--- src/include/ras_params.svh ---
// Constants for the return address stack: layout, offsets and reset values.
`ifndef RAS_PARAMS_SVH
`define RAS_PARAMS_SVH

// ---------------------------------------------------------------------------
// Geometry
// ---------------------------------------------------------------------------
`define RAS_DEPTH 12
`define RAS_LAST_LEVEL 4'hb
`define RAS_PC_W 16

// ---------------------------------------------------------------------------
// Register map
// ---------------------------------------------------------------------------
`define RAS_ADDR_W 4
`define RAS_STATUS_OFFSET 4'h0
`define RAS_OSF_BIT 7
`define RAS_LEVEL_MSB 3
`define RAS_LEVEL_RESET 4'h0
`define RAS_OSF_RESET 1'b0

`endif

--- src/include/ras_pkg.sv ---
// Types shared by the return address stack files.
package ras_pkg;

    typedef logic [15:0] ras_pc_t;
    typedef logic [3:0] ras_level_t;

    typedef struct packed {
        logic call;
        logic irq_ack;
        logic plain_ret;
        logic irq_ret;
        ras_pc_t pc;
    } ras_op_s;

    typedef enum logic [2:0] {
        RAS_IDLE = 3'b001,
        RAS_PUSH = 3'b010,
        RAS_POP  = 3'b100
    } ras_op_e;

endpackage : ras_pkg

--- src/rtl/ras_store.sv ---
// Storage array of twelve saved program-counter entries.
`timescale 1ns/1ns
`include "ras_params.svh"

module ras_store (
    input wire logic ref_clk_in,
    input wire logic rst_n_in,
    input wire logic wr_en_in,
    input wire logic [3:0] wr_idx_in,
    input wire ras_pkg::ras_pc_t wr_data_in,
    input wire logic [3:0] rd_idx_in,
    output ras_pkg::ras_pc_t rd_data_out
);

    ras_pkg::ras_pc_t mem_ff [0:`RAS_DEPTH-1];
    ras_pkg::ras_pc_t nxt_mem [0:`RAS_DEPTH-1];

    always_comb
    begin
        for (int i = 0; i < `RAS_DEPTH; i++)
        begin
            nxt_mem[i] = mem_ff[i];
        end
        if (wr_en_in && (wr_idx_in <= `RAS_LAST_LEVEL))
        begin
            nxt_mem[wr_idx_in] = wr_data_in;
        end
    end

    always_ff @(posedge ref_clk_in or negedge rst_n_in)
    begin
        if (!rst_n_in)
        begin
            for (int i = 0; i < `RAS_DEPTH; i++)
            begin
                mem_ff[i] <= 16'h0000;
            end
        end
        else
        begin
            for (int i = 0; i < `RAS_DEPTH; i++)
            begin
                mem_ff[i] <= nxt_mem[i];
            end
        end
    end

    // Out-of-range index cannot occur; it reads zero for safety.
    assign rd_data_out = (rd_idx_in <= `RAS_LAST_LEVEL) ?
        mem_ff[rd_idx_in] : 16'h0000;

endmodule : ras_store

--- src/rtl/return_address_stack.sv ---
// Return address stack with level pointer, overflow flag and status port.
//
// Chosen here: the register offsets and the plain strobed port.
`timescale 1ns/1ns
`include "ras_params.svh"

// Overview of operation
// - Twelve entries hold only saved program counters, unreachable by software.
// - A four-bit level pointer in status bits 3..0 selects the active entry.
// - A call or an interrupt acknowledge pushes the PC and advances the pointer.
// - A plain or interrupt return reloads the PC from the stack and steps back.
// - Reset sets the level pointer to zero, the empty top position.
// - When full, interrupt requests stay pending but acknowledge is withheld.
// - A call on a full stack still pushes, losing the oldest saved value.
// - Status bit 7 is set by a call when full or a plain return when empty.
// - Stack operations never clear the overflow flag; only reset or a software write does.
// - Status bits 6..4 read as zero.
// - Calls from reset step 1..11, the twelfth wraps to 0, the next flags.
// - A set overflow flag stays set through any number of returns.
// - A plain return on empty goes 0 to 11 and flags, then keeps counting down.

module return_address_stack (
    input wire logic ref_clk_in,
    input wire logic rst_n_in,
    // Sequencer side.
    input wire ras_pkg::ras_op_s op_in,
    input wire logic irq_pending_in,
    output logic irq_ack_allow_out,
    output ras_pkg::ras_pc_t ret_pc_out,
    output logic ret_pc_valid_out,
    // Register port.
    input wire logic [`RAS_ADDR_W-1:0] reg_addr_in,
    input wire logic [7:0] reg_wdata_in,
    input wire logic reg_wr_in,
    input wire logic reg_rd_in,
    output logic [7:0] reg_rdata_out,
    output logic overflow_sticky_flag_out,
    output logic [3:0] stack_level_pointer_out
);

    // -----------------------------------------------------------------------
    // Helpers
    // -----------------------------------------------------------------------
    function automatic logic [3:0] lvl_inc(input logic [3:0] v);
        lvl_inc = (v == `RAS_LAST_LEVEL) ? 4'h0 : 4'(v + 4'h1);
    endfunction : lvl_inc

    function automatic logic [3:0] lvl_dec(input logic [3:0] v);
        lvl_dec = (v == 4'h0) ? `RAS_LAST_LEVEL : 4'(v - 4'h1);
    endfunction : lvl_dec

    // -----------------------------------------------------------------------
    // State
    // -----------------------------------------------------------------------
    logic [3:0] level_index_bits_ff;
    logic [3:0] nxt_level;
    logic [3:0] count_ff;
    logic [3:0] nxt_count;
    logic osf_ff;
    logic nxt_osf;
    ras_pkg::ras_pc_t ret_pc_ff;
    ras_pkg::ras_pc_t nxt_ret_pc;
    logic ret_valid_ff;
    logic nxt_ret_valid;
    logic ack_allow_ff;
    logic nxt_ack_allow;
    logic [7:0] rdata_ff;
    logic [7:0] nxt_rdata;
    ras_pkg::ras_op_e op_kind;
    logic push;
    logic pop;
    logic full;
    logic empty;
    logic [3:0] wr_idx;
    logic [3:0] rd_idx;
    ras_pkg::ras_pc_t rd_data;
    logic status_hit;

    // The true occupancy is tracked apart from the pointer, because the
    // pointer value 0 means both empty and twelve-deep once it has wrapped.
    assign full = (count_ff == 4'(`RAS_DEPTH));
    assign empty = (count_ff == 4'h0);
    assign push = op_in.call | op_in.irq_ack;
    assign pop = op_in.plain_ret | op_in.irq_ret;
    assign status_hit = (reg_addr_in == `RAS_STATUS_OFFSET);

    // -----------------------------------------------------------------------
    // Operation decode
    // -----------------------------------------------------------------------
    always_comb
    begin
        if (push)
        begin
            op_kind = ras_pkg::RAS_PUSH;
        end
        else if (pop)
        begin
            op_kind = ras_pkg::RAS_POP;
        end
        else
        begin
            op_kind = ras_pkg::RAS_IDLE;
        end
    end

    // The entry written on push is the slot at the current pointer, so a
    // push on a full stack lands on the oldest value and overwrites it.
    assign wr_idx = level_index_bits_ff;
    assign rd_idx = lvl_dec(level_index_bits_ff);

    ras_store u_store (
        .ref_clk_in(ref_clk_in),
        .rst_n_in(rst_n_in),
        .wr_en_in(op_kind == ras_pkg::RAS_PUSH),
        .wr_idx_in(wr_idx),
        .wr_data_in(op_in.pc),
        .rd_idx_in(rd_idx),
        .rd_data_out(rd_data)
    );

    // -----------------------------------------------------------------------
    // Pointer, occupancy and overflow flag
    // -----------------------------------------------------------------------
    always_comb
    begin
        nxt_level = level_index_bits_ff;
        nxt_count = count_ff;
        nxt_osf = osf_ff;
        nxt_ret_pc = ret_pc_ff;
        nxt_ret_valid = 1'b0;
        // Software write takes bit 7 only; level bits are read-only.
        if (reg_wr_in && status_hit)
        begin
            nxt_osf = reg_wdata_in[`RAS_OSF_BIT];
        end
        case (op_kind)
            ras_pkg::RAS_PUSH:
            begin
                nxt_level = lvl_inc(level_index_bits_ff);
                if (full)
                begin
                    // Set wins over a simultaneous software clear.
                    if (op_in.call)
                    begin
                        nxt_osf = 1'b1;
                    end
                end
                else
                begin
                    nxt_count = 4'(count_ff + 4'h1);
                end
            end
            ras_pkg::RAS_POP:
            begin
                nxt_level = lvl_dec(level_index_bits_ff);
                nxt_ret_pc = rd_data;
                nxt_ret_valid = 1'b1;
                if (empty)
                begin
                    if (op_in.plain_ret)
                    begin
                        nxt_osf = 1'b1;
                    end
                end
                else
                begin
                    nxt_count = 4'(count_ff - 4'h1);
                end
                // No branch here lowers the flag while returns run.
            end
            ras_pkg::RAS_IDLE:
            begin
                nxt_level = level_index_bits_ff;
            end
            default:
            begin
                nxt_level = level_index_bits_ff;
            end
        endcase
    end

    // Acknowledge is allowed from the occupancy after this cycle, so a
    // return in flight frees the slot before the held interrupt is taken.
    always_comb
    begin
        nxt_ack_allow = (nxt_count != 4'(`RAS_DEPTH));
        if (irq_pending_in && !nxt_ack_allow)
        begin
            nxt_ack_allow = 1'b0;
        end
    end

    always_comb
    begin
        nxt_rdata = 8'h00;
        if (reg_rd_in && status_hit)
        begin
            nxt_rdata = {osf_ff, 3'b000, level_index_bits_ff};
        end
    end

    always_ff @(posedge ref_clk_in or negedge rst_n_in)
    begin
        if (!rst_n_in)
        begin
            level_index_bits_ff <= `RAS_LEVEL_RESET;
            count_ff <= 4'h0;
            osf_ff <= `RAS_OSF_RESET;
            ret_pc_ff <= 16'h0000;
            ret_valid_ff <= 1'b0;
            ack_allow_ff <= 1'b1;
            rdata_ff <= 8'h00;
        end
        else
        begin
            level_index_bits_ff <= nxt_level;
            count_ff <= nxt_count;
            osf_ff <= nxt_osf;
            ret_pc_ff <= nxt_ret_pc;
            ret_valid_ff <= nxt_ret_valid;
            ack_allow_ff <= nxt_ack_allow;
            rdata_ff <= nxt_rdata;
        end
    end

    // -----------------------------------------------------------------------
    // Outputs
    // -----------------------------------------------------------------------
    assign irq_ack_allow_out = ack_allow_ff;
    assign ret_pc_out = ret_pc_ff;
    assign ret_pc_valid_out = ret_valid_ff;
    assign reg_rdata_out = rdata_ff;
    assign overflow_sticky_flag_out = osf_ff;
    assign stack_level_pointer_out = level_index_bits_ff;

endmodule : return_address_stack

--- config.mk ---
export PLATFORM = sky130hd
export DESIGN_NAME = return_address_stack
export DESIGN_NICKNAME = d
export VERILOG_FILES = /design/src/include/ras_pkg.sv /design/src/rtl/ras_store.sv /design/src/rtl/return_address_stack.sv
export VERILOG_INCLUDE_DIRS = /design/src /design/src/include
export SDC_FILE = /design/constraint.sdc
export NUM_CORES = 1
export LEC_CHECK = 0
export ABC_AREA = 1
export BUFFER_PORTS_ARGS = -buffer_cell sky130_fd_sc_hd__buf_2
export CAP_MARGIN = 20
export CORE_MARGIN = 5
export CORE_UTILIZATION = 45
export CTS_BUF_LIST = sky130_fd_sc_hd__clkbuf_4
export CTS_CLUSTER_SIZE = 24
export DETAILED_ROUTE_END_ITERATION = 10
export REMOVE_ABC_BUFFERS = 1
export SETUP_SLACK_MARGIN = 0.4
export SYNTH_ARGS = -nofsm -noshare
export SYNTH_HDL_FRONTEND = slang
export SYNTH_SLANG_ARGS = --single-unit
--- constraint.sdc ---
create_clock -name ref_clk_in -period 4.3 [get_ports ref_clk_in]
set_input_delay 0.43 -clock ref_clk_in [delete_from_list [all_inputs] [get_ports ref_clk_in]]
set_output_delay 0.43 -clock ref_clk_in [all_outputs]
set_load 0.05 [all_outputs]
==> impl_metrics.json, run 1 <==
{
  "wl_met2_mm": 13.1,
  "antenna_found_initial": 1,
  "dp_hpwl_mm": 15.1,
  "gr-total-overflow": 0,
  "synth.most_common_cell": "nand2_1",
  "cp-start-kind": "flop",
  "cts_root_buf": "clkbuf_4",
  "grt_pass1_vias": 8501,
  "ir_drop_uv": 479,
  "hold_viol": 0,
  "grt_pass1_wl_mm": 46.3,
  "leakagePower_nw": 5.99,
  "worst_ep_required_time_ns": 3.87,
  "synth_seq_cells": 224,
  "first_iter_violations": 800,
  "status": "complete, no violations",
  "routed_wl_mm": 28.6,
  "drv_slew": 0,
  "dpl-instance-area_sq_um": 11100,
  "switchingPower_mw": 4.67,
  "antenna_left": 0,
  "nNetsFinal": 1425,
  "path_class": "flop to output port",
  "max_clock_freq_ghz": 0.328,
  "ys_top_cells_by_count": "397 x nand2_1, 251 x nand3_1, 223 x dfrtp_1",
  "grt_max_degree": 133,
  "power_density_nw_per_um2": 863,
  "die-area_sq_um": 26800,
  "wl_met3_mm": 1.56,
  "cts_tree": "built",
  "coreArea_sq_um": 23300,
  "syn-instance-count": 1327,
  "crit_arrival_ns": 2.62,
  "vias": 9154,
  "ys_top_cells_by_area": "dfrtp_1 53%, nand2_1 14%, nand3_1 12%",
  "die_height_microns": 164,
  "slew-limit-headroom_pct": 32.9,
  "crit_fanout": 71,
  "rsz0062_at_grt": "false",
  "syn_area_sq_um": 10600,
  "clk_latency_ns": 0.67,
  "io_pins": 68,
  "whs_ns": 0.0805,
  "worstMarginPinSlew_ns": 1.01,
  "syn_avg_cell_area_sq_um": 8.00,
  "num_rows": 56,
  "cts_buffers": 60,
  "numPortBuffers": 56,
  "critPathCaptureType": "output port",
  "period_needed_ns": 3.05,
  "clk_path_buf_depth": 3,
  "p_int_mw": 5.78,
  "seqPwrFrac_pct": 34.7,
  "met1Wirelength_mm": 13.4,
  "fp.dieW_microns": 164,
  "setup_viol": 0,
  "p_clk_share_pct": 18.3,
  "hold_path.class": "input pin to flop",
  "gp_congestion": 0.754,
  "initial_utilization_pct": 45.5,
  "drive_above_1_share_pct": 14.0,
  "firstDrtPassIters": 8,
  "yosysWarnings": 0,
  "switching_share_pct": 44.7,
  "synth-seq-area-share_pct": 52.8,
  "top_layer": "met4",
  "clock-sinks": 224,
  "synth_edf_count": 0,
  "yosysTopAreaCellShare_pct": 52.6,
  "synth_top_area_cell": "dfrtp_1",
  "grt_util_all_layers_pct": 21.8,
  "cap_violations": 0,
  "synthArstFlopShare_pct": 100,
  "comb_power_share_pct": 47.0,
  "stdcell_area_sq_um": 12100,
  "finalCritPeriodShare_pct": 71.0,
  "detail_route.vias_per_cell": 5.23,
  "wl_per_cell_microns": 16.3,
  "cts_htree_levels": 2,
  "synthToLayoutAreaGrowth_pct": 14.0,
  "cts.clk_slew.worst_paths_ns": 0.06,
  "clock_skew_ns": 0.0139,
  "ys_types": 31,
  "ys.flop_type": "dfrtp_1",
  "post_cts_buffers": 0,
  "drc": 0
}
## power by group through the flow
stage               logic, mW  clock network (mW)  registers [mW]
floorplan                3.08                   0            3.92
global placement         4.82                   0            3.63
detailed placement       4.87                   0            3.64
CTS                      4.92                1.97            3.61
global route             5.56                2.10            3.74
finish                   4.91                1.92            3.62
## layer usage
layer | global-route usage, % | vias to the layer above
li1 | - | 4488
met1 | 30.5 | 4383
met2 | 35.3 | 240
met3 | 3.91 | 43
met4 | 5.41 | 0
met5 | 0 | -
## final timing paths
| check | startpoint | to | slack (ns) | cells past startpoint |
|---|---|---|---|---|
| max | stack_level_pointer_out[0] | stack_level_pointer_out[0] | 1.25 | 2 |
| min | reg_rd_in | reg_rdata_out[7] | 0.08 | 3 |
| max reg2reg | stack_level_pointer_out[0] | ret_pc_out[4] | 1.26 | 9 |
| min reg2reg | ret_pc_out[13] | ret_pc_out[13] | 0.47 | 2 |
| max in group asynchronous | rst_n_in | u_store.mem_ff[182] | 2.76 | 3 |
| min in group asynchronous | rst_n_in | u_store.mem_ff[40] | 0.48 | 2 |
## per-stage QoR
| stage | TNS, ns | power (mW) | util (%) | instances | worst slack, ns |
|---|---|---|---|---|---|
| after detailed placement | 0 | 8.52 | 47.4 | 1618 | 1.28 |
| after global placement | 0 | 8.45 | 47.4 | 1618 | 1.22 |
| after floorplan | -9.49 | 7.00 | - | 1222 | -0.568 |
| after CTS | 0 | 10.5 | 51.6 | 1746 | 1.26 |
| final | 0 | 10.5 | 51.9 | 1749 | 1.25 |
| after global routing | 0 | 11.4 | 51.9 | 1749 | 1.08 |
## flip-flops by register name, summed over array words and instances, names as in the netlist
name and cells:
stack_level_pointer_out 4, ret_pc_valid_out 1, overflow_sticky_flag_out 1, reg_rdata_out 5, count_ff 4, ret_pc_out 16, irq_ack_allow_out 1, u_store.mem_ff 192
## repair_timing
| action | 4_1_cts | 5_1_grt |
|---|---|---|
| setup endpoints to repair | 0 | 0 |
| endpoints found under the hold margin | 146 | 0 |
| resized for setup | 0 | 0 |
| hold buffers | 19 | 0 |
## layout make-up
cell class	instances	area, sq um
tap	319	399
antenna	1	2.50
clock buffer	102	766
clock inverter	7	26.3
inverter	87	327
multi-input combinational	911	4240
sequential	224	5610
timing repair buffer	98	731
fill	2314	11200
## cells in the final DEF (no fill, tap or decap), types with 4 or more instances in the layout
cell type,count
nand2_1,397
inv_1,81
ha_1,5
o21a_1,16
buf_2,55
clkbuf_4,102
nor2_1,16
nor2_2,4
buf_4,18
dlygate4sd3_1,19
inv_2,7
dfrtp_1,222
clkinv_1,6
o21ai_0,183
nand3b_1,16
nand3_1,251
## cells by family (layout without fill, tap and decap cells)
group / Yosys count / after routing / share of synthesized area (%)
adders and majority gates: 6 / 6 / 0.707
DFF: 224 / 224 / 52.8
and+or+nand+nor: 689 / 689 / 28.2
xor gates and xnor gates: 3 / 3 / 0.247
buffers and inverters: 194 / 294 / 7.47
AOI/OAI and AO/OA: 210 / 210 / 10.5
other: 1 / 4 / 0.0353
## worst max-delay path, stage by stage (launching register included)
cell     delay (ns)
dfrtp_4        0.70
buf_4          0.77
buf_2          0.40
Note: power is estimated with default switching activity, not from simulation.
==> run 2: changes to the inputs <==
==> constraint.sdc (replaced) <==
create_clock -name ref_clk_in -period 2.5 [get_ports ref_clk_in]
set_input_delay 0.25 -clock ref_clk_in [delete_from_list [all_inputs] [get_ports ref_clk_in]]
set_output_delay 0.25 -clock ref_clk_in [all_outputs]
set_load 0.05 [all_outputs]
==> impl_metrics.json, run 2 (synthesis gave the netlist of run 1 again) <==
{
  "status": "complete, no violations",
  "leakagePower_nw": 6.12,
  "initial_utilization_pct": 45.5,
  "synthToLayoutAreaGrowth_pct": 17.1,
  "clock_skew_ns": 0.0277,
  "clk_latency_ns": 0.68,
  "drc": 0,
  "grt_pass1_vias": 8665,
  "regMostFlops": "u_store.mem_ff",
  "first_iter_violations": 895,
  "dp_hpwl_mm": 16.0,
  "clock-sinks": 224,
  "critPathSlowestCell": "dfrtp_4",
  "p_total_mw": 18.6,
  "grt_max_degree": 77,
  "final_util_pct": 53.3,
  "cts_tree": "built",
  "cp-start-kind": "flop",
  "period_needed_ns": 2.10,
  "placed_cells": 1633,
  "die-area_sq_um": 26800,
  "cp_slowest_stage_delay_ns": 0.53,
  "cts_root_buf": "clkbuf_4",
  "cts_buffers": 61,
  "drv_slew": 0,
  "use_met3_pct": 3.91,
  "drive_above_1_share_pct": 14.8,
  "gr-total-overflow": 0,
  "power_density_nw_per_um2": 1490,
  "cts_htree_levels": 2,
  "hold_viol": 0,
  "rsz0062_at_grt": "true",
  "grt_util_all_layers_pct": 22.0,
  "detail_route.vias_per_cell": 5.18,
  "hold_path.class": "input pin to flop",
  "antenna_found_initial": 1,
  "path_class": "flop to output port",
  "grt_util_met2_pct": 35.2,
  "fillers": 2273,
  "layout_common_cells": "396 x nand2_1, 251 x nand3_1, 221 x dfrtp_1",
  "num_rows": 56,
  "antenna_left": 0,
  "cts.clk_slew.worst_paths_ns": 0.07,
  "vias": 9175,
  "die_height_microns": 164,
  "stdcell_count": 1770,
  "clk_path_buf_depth": 3,
  "whs_ns": 0.105,
  "wl_per_cell_microns": 16.7,
  "nNetsFinal": 1451,
  "numPortBuffers": 56,
  "cap_violations": 0,
  "firstDrtPassIters": 6,
  "worst_ep_required_time_ns": 2.25,
  "largest_reg_flops": 192,
  "fp.dieW_microns": 164,
  "grt_use_met1_pct": 31.1,
  "ir_drop_uv": 1200,
  "layout_commonest_cell": "nand2_1",
  "max_clock_freq_ghz": 0.476,
  "crit_fanout": 65,
  "worstMarginPinSlew_ns": 0.625,
  "crit_chain": "buf_16 > clkbuf_4",
  "coreArea_sq_um": 23300,
  "io_pins": 68,
  "slew-limit-headroom_pct": 58.1,
  "busiest_layer": "met2",
  "gp_congestion": 0.780,
  "finalCritPeriodShare_pct": 84.1,
  "routed_wl_mm": 29.5,
  "crit_arrival_ns": 1.85,
  "fin_setup_tns_ns": 0,
  "critPathCaptureType": "output port",
  "grt_pass1_wl_mm": 46.8,
  "setup_viol": 0
}
[run 2: power by group]
group          internal (mW)  switching, mW  leakage, nW
registers               5.31          0.880         2.78
clock network           1.74           1.47        0.456
logic                   3.28           5.89         2.89
[run 2: worst max-delay path: cells and delay by family (launching register included)]
| kind | cells | cell delay, ns |
|---|---|---|
| buffers and inverters | 2 | 0.61 |
| DFF | 1 | 0.53 |
[run 2: final cells by class]
class | instances | area, sq um | share of cell area (%)
multi-input combinational | 913 | 4290 | 34.5
tap | 319 | 399 | 3.21
clock inverter | 14 | 80.1 | 0.644
sequential | 224 | 5610 | 45.1
antenna | 1 | 2.50 | 0.0201
timing repair buffer | 121 | 1030 | 8.29
inverter | 87 | 337 | 2.71
clock buffer | 91 | 683 | 5.49
[run 2: metrics by stage]
stage          instance area, sq um  setup slack [ns]
6_report                      12400             0.399
5_1_grt                       12400             0.319
4_1_cts                       12300             0.379
3_5_place_dp                  11300             0.246
3_3_place_gp                  11300             0.277
2_1_floorplan                 10200             -2.37
[run 2: worst paths after layout]
path	cells past startpoint	slack, ns	from	end
max in group asynchronous	3	1.51	rst_n_in	u_store.mem_ff[52]
hold reg to reg	2	0.47	ret_pc_out[1]	ret_pc_out[1]
setup / recovery	2	0.40	stack_level_pointer_out[0]	stack_level_pointer_out[0]
setup reg to reg	8	0.49	stack_level_pointer_out[0]	u_store.mem_ff[79]
hold / removal	6	0.11	op_in[18]	stack_level_pointer_out[1]
min in group asynchronous	2	0.17	rst_n_in	u_store.mem_ff[41]
[run 2: per-layer routing]
| layer | routed length [microns] | share of wire (%) |
|---|---|---|
| met4 | 498 | 1.7 |
| met3 | 1810 | 6.1 |
| met1 | 13900 | 47 |
| met2 | 13300 | 45 |
| met5 | 0 | 0 |
[run 2: repair_timing]
action / 4_1_cts / 5_1_grt
hold buffers: 21 / 0
endpoints found under the setup margin: 30 / 28
resized for setup: 8 / 11
buffers inserted: 2 / 5
pin swaps: 1 / 1
hold endpoints to repair: 191 / 0
gates cloned: 0 / 3
==> run 3: changes to the inputs <==
--- a/config.mk
+++ b/config.mk
@@ -6,7 +6,7 @@
 export SDC_FILE = /design/constraint.sdc
 export NUM_CORES = 1
 export LEC_CHECK = 0
-export ABC_AREA = 1
+export ABC_AREA = 0
 export BUFFER_PORTS_ARGS = -buffer_cell sky130_fd_sc_hd__buf_2
 export CAP_MARGIN = 20
 export CORE_MARGIN = 5
==> constraint.sdc (replaced) <==
create_clock -name ref_clk_in -period 2 [get_ports ref_clk_in]
set_input_delay 0.2 -clock ref_clk_in [delete_from_list [all_inputs] [get_ports ref_clk_in]]
set_output_delay 0.2 -clock ref_clk_in [all_outputs]
set_load 0.05 [all_outputs]
==> impl_metrics.json, run 3 <==
{
  "status": "complete, but fails checks",
  "violations": "setup timing",
  "hold_path.class": "input pin to async pin",
  "initial_utilization_pct": 46.0,
  "num_rows": 55,
  "synthArstFlopShare_pct": 100,
  "crit_fanout": 6,
  "setup_viol": 18,
  "first_iter_violations": 663,
  "slew-limit-headroom_pct": 63.1,
  "cts_htree_levels": 2,
  "fin_setup_tns_ns": -1.80,
  "hold_viol": 0,
  "synth.most_common_cell": "dfrtp_1",
  "die_height_microns": 163,
  "io_pins": 68,
  "cts_tree": "built",
  "stdcell_area_sq_um": 14300,
  "dp_hpwl_mm": 17.2,
  "numPortBuffers": 56,
  "ys_types": 51,
  "grt_max_degree": 67,
  "cp-start-kind": "flop",
  "cts.clk_slew.worst_paths_ns": 0.07,
  "clk_latency_ns": 0.71,
  "layout_commonest_cell": "dfrtp_1",
  "worst_ep_required_time_ns": 2.58,
  "rsz0062_at_grt": "true",
  "cp_slowest_stage_delay_ns": 0.50,
  "routed_wl_mm": 30.6,
  "vias": 8021,
  "gr-total-overflow": 0,
  "clock_skew_ns": 0.0463,
  "largest_reg_flops": 192,
  "syn-instance-count": 869,
  "coreArea_sq_um": 22800,
  "drc": 0,
  "leakagePower_nw": 6.34,
  "die-area_sq_um": 26400,
  "path_class": "flop to flop",
  "nNetsFinal": 1113,
  "synth_top_area_cell": "dfrtp_1",
  "syn_area_sq_um": 10500,
  "ir_drop_uv": 1060,
  "layout_common_cells": "220 x dfrtp_1, 100 x clkbuf_4, 83 x mux2_4",
  "critPathSlowestCell": "mux4_2",
  "max_clock_freq_ghz": 0.459,
  "synthToLayoutAreaGrowth_pct": 37.0,
  "cap_violations": 0,
  "grt_util_all_layers_pct": 22.9,
  "firstDrtPassIters": 4,
  "setup_ws_ns": -0.179,
  "detail_route.vias_per_cell": 5.62,
  "cp_top_family": "buffers and inverters",
  "crit_buf_inv": 5,
  "clk_path_buf_depth": 3,
  "power_density_nw_per_um2": 1830,
  "cts_root_buf": "clkbuf_4",
  "pre_cts_ws_ns": -0.209,
  "yosysWarnings": 0,
  "worstMarginPinSlew_ns": 0.553,
  "fp.dieW_microns": 163,
  "finalCritPeriodShare_pct": 109,
  "antenna_found_initial": 1,
  "clock-sinks": 224,
  "synth_edf_count": 0,
  "grt_pass1_wl_mm": 47.4,
  "regMostFlops": "u_store.mem_ff",
  "gp_congestion": 0.789,
  "period_needed_ns": 2.18,
  "p_total_mw": 26.3,
  "ys_top_cells_by_count": "223 x dfrtp_1, 161 x mux2_2, 51 x o21ai_0",
  "yosysTopAreaCellShare_pct": 53.3,
  "drive_above_1_share_pct": 47.9,
  "synth_seq_cells": 224,
  "syn_avg_cell_area_sq_um": 12.0,
  "ys.flop_type": "dfrtp_1",
  "dpl-instance-area_sq_um": 11700,
  "crit_arrival_ns": 2.76,
  "ys_top_cells_by_area": "dfrtp_1 53%, mux2_2 17%, mux4_2 3.4%",
  "antenna_left": 0,
  "grt_pass1_vias": 8249,
  "cts_buffers": 61,
  "wl_per_cell_microns": 21.4,
  "critPathCaptureType": "flop",
  "synth-seq-area-share_pct": 53.5,
  "drv_slew": 0,
  "fillers": 1713,
  "crit_chain": "inv_2 > ha_4 > nor3b_4 > buf_6 > nor2_4 > buf_12 > buf_8 > buf_16 > mux4_2 > a21oi_2 > a211oi_2"
}
## run 3: cell count changes after synthesis, sizes merged, moves of 18 or more
cell    previous run  this run
a211oi             0        33
a21oi              2        20
clkbuf            69        41
inv               86        41
mux2               0       161
mux2i              0        18
nand2            399        45
nand3            251        37
nor2              21        47
nor3               1        19
o21ai            184        52
## run 3: worst paths after layout
check                                      end  slack, ns                  startpoint  cells past startpoint
max                             ret_pc_out[14]      -0.18  stack_level_pointer_out[1]                     11
min                          u_store.mem_ff[6]       0.07                    rst_n_in                      2
max reg2reg                     ret_pc_out[14]      -0.18  stack_level_pointer_out[1]                     11
min reg2reg                u_store.mem_ff[131]       0.50         u_store.mem_ff[131]                      1
max in group asynchronous  u_store.mem_ff[102]       1.29                    rst_n_in                      3
min in group ref_clk_in            count_ff[0]       0.18                   op_in[19]                      5
## run 3: power breakdown
group          internal, mW  switching (mW)  total (mW)  leakage, nW
combinational          7.26            7.02        14.3         3.17
sequential             6.76            1.17        7.93         2.70
clock                  2.14            1.92        4.06        0.462
total                  16.2            10.1        26.3         6.34
## run 3: worst reg2reg max path: stages (launching register included)
cell	delay (ns)
dfrtp_1	0.36
inv_2	0.06
ha_4	0.16
nor3b_4	0.15
buf_6	0.12
nor2_4	0.10
buf_12	0.16
buf_8	0.12
buf_16	0.11
mux4_2	0.50
a21oi_2	0.16
a211oi_2	0.08
## run 3: cell type report
type	count	area (sq um)	share of cell area, %
antenna	1	2.50	0.0174
clock buffer	95	713	4.97
clock inverter	12	50.0	0.349
inverter	41	154	1.07
multi-input combinational	532	5090	35.5
sequential	224	5610	39.1
tap	313	392	2.73
timing repair buffer	210	2330	16.3
## run 3: routing by layer
metal,global-route usage [%],vias up,routed length [microns]
met5,0,-,0
met4,7.62,0,795
met3,4.51,60,1810
met2,35.5,262,14400
met1,32.6,4141,13700
li1,-,3558,-
## run 3: logic make-up after synthesis
logic type | Yosys count | synth area share [%]
AND/OR/NAND/NOR | 172 | 7.85
adder cells (fa/ha/maj) | 6 | 0.717
flip-flops | 224 | 53.5
buffers and inverters | 116 | 4.95
AO/OA/AOI/OAI | 153 | 10.3
multiplexers | 195 | 22.5
XOR/XNOR | 2 | 0.167
other | 1 | 0.0358
## run 3: stage by stage
step                std cells  util [%]  hold WS, ns
floorplan                 796         -      -0.0956
global placement         1248      51.4        0.202
detailed placement       1248      51.4        0.206
CTS                      1414      61.0       0.0453
global route             1428      63.0       0.0817
finish                   1428      63.0       0.0685
## run 3: repair_timing
action,CTS,global route
hold endpoints to repair,426,0
gates resized for setup,211,87
gates cloned,9,4
pin swaps,28,19
hold buffers,29,0
setup buffers,21,9
endpoints found under the setup margin,216,222
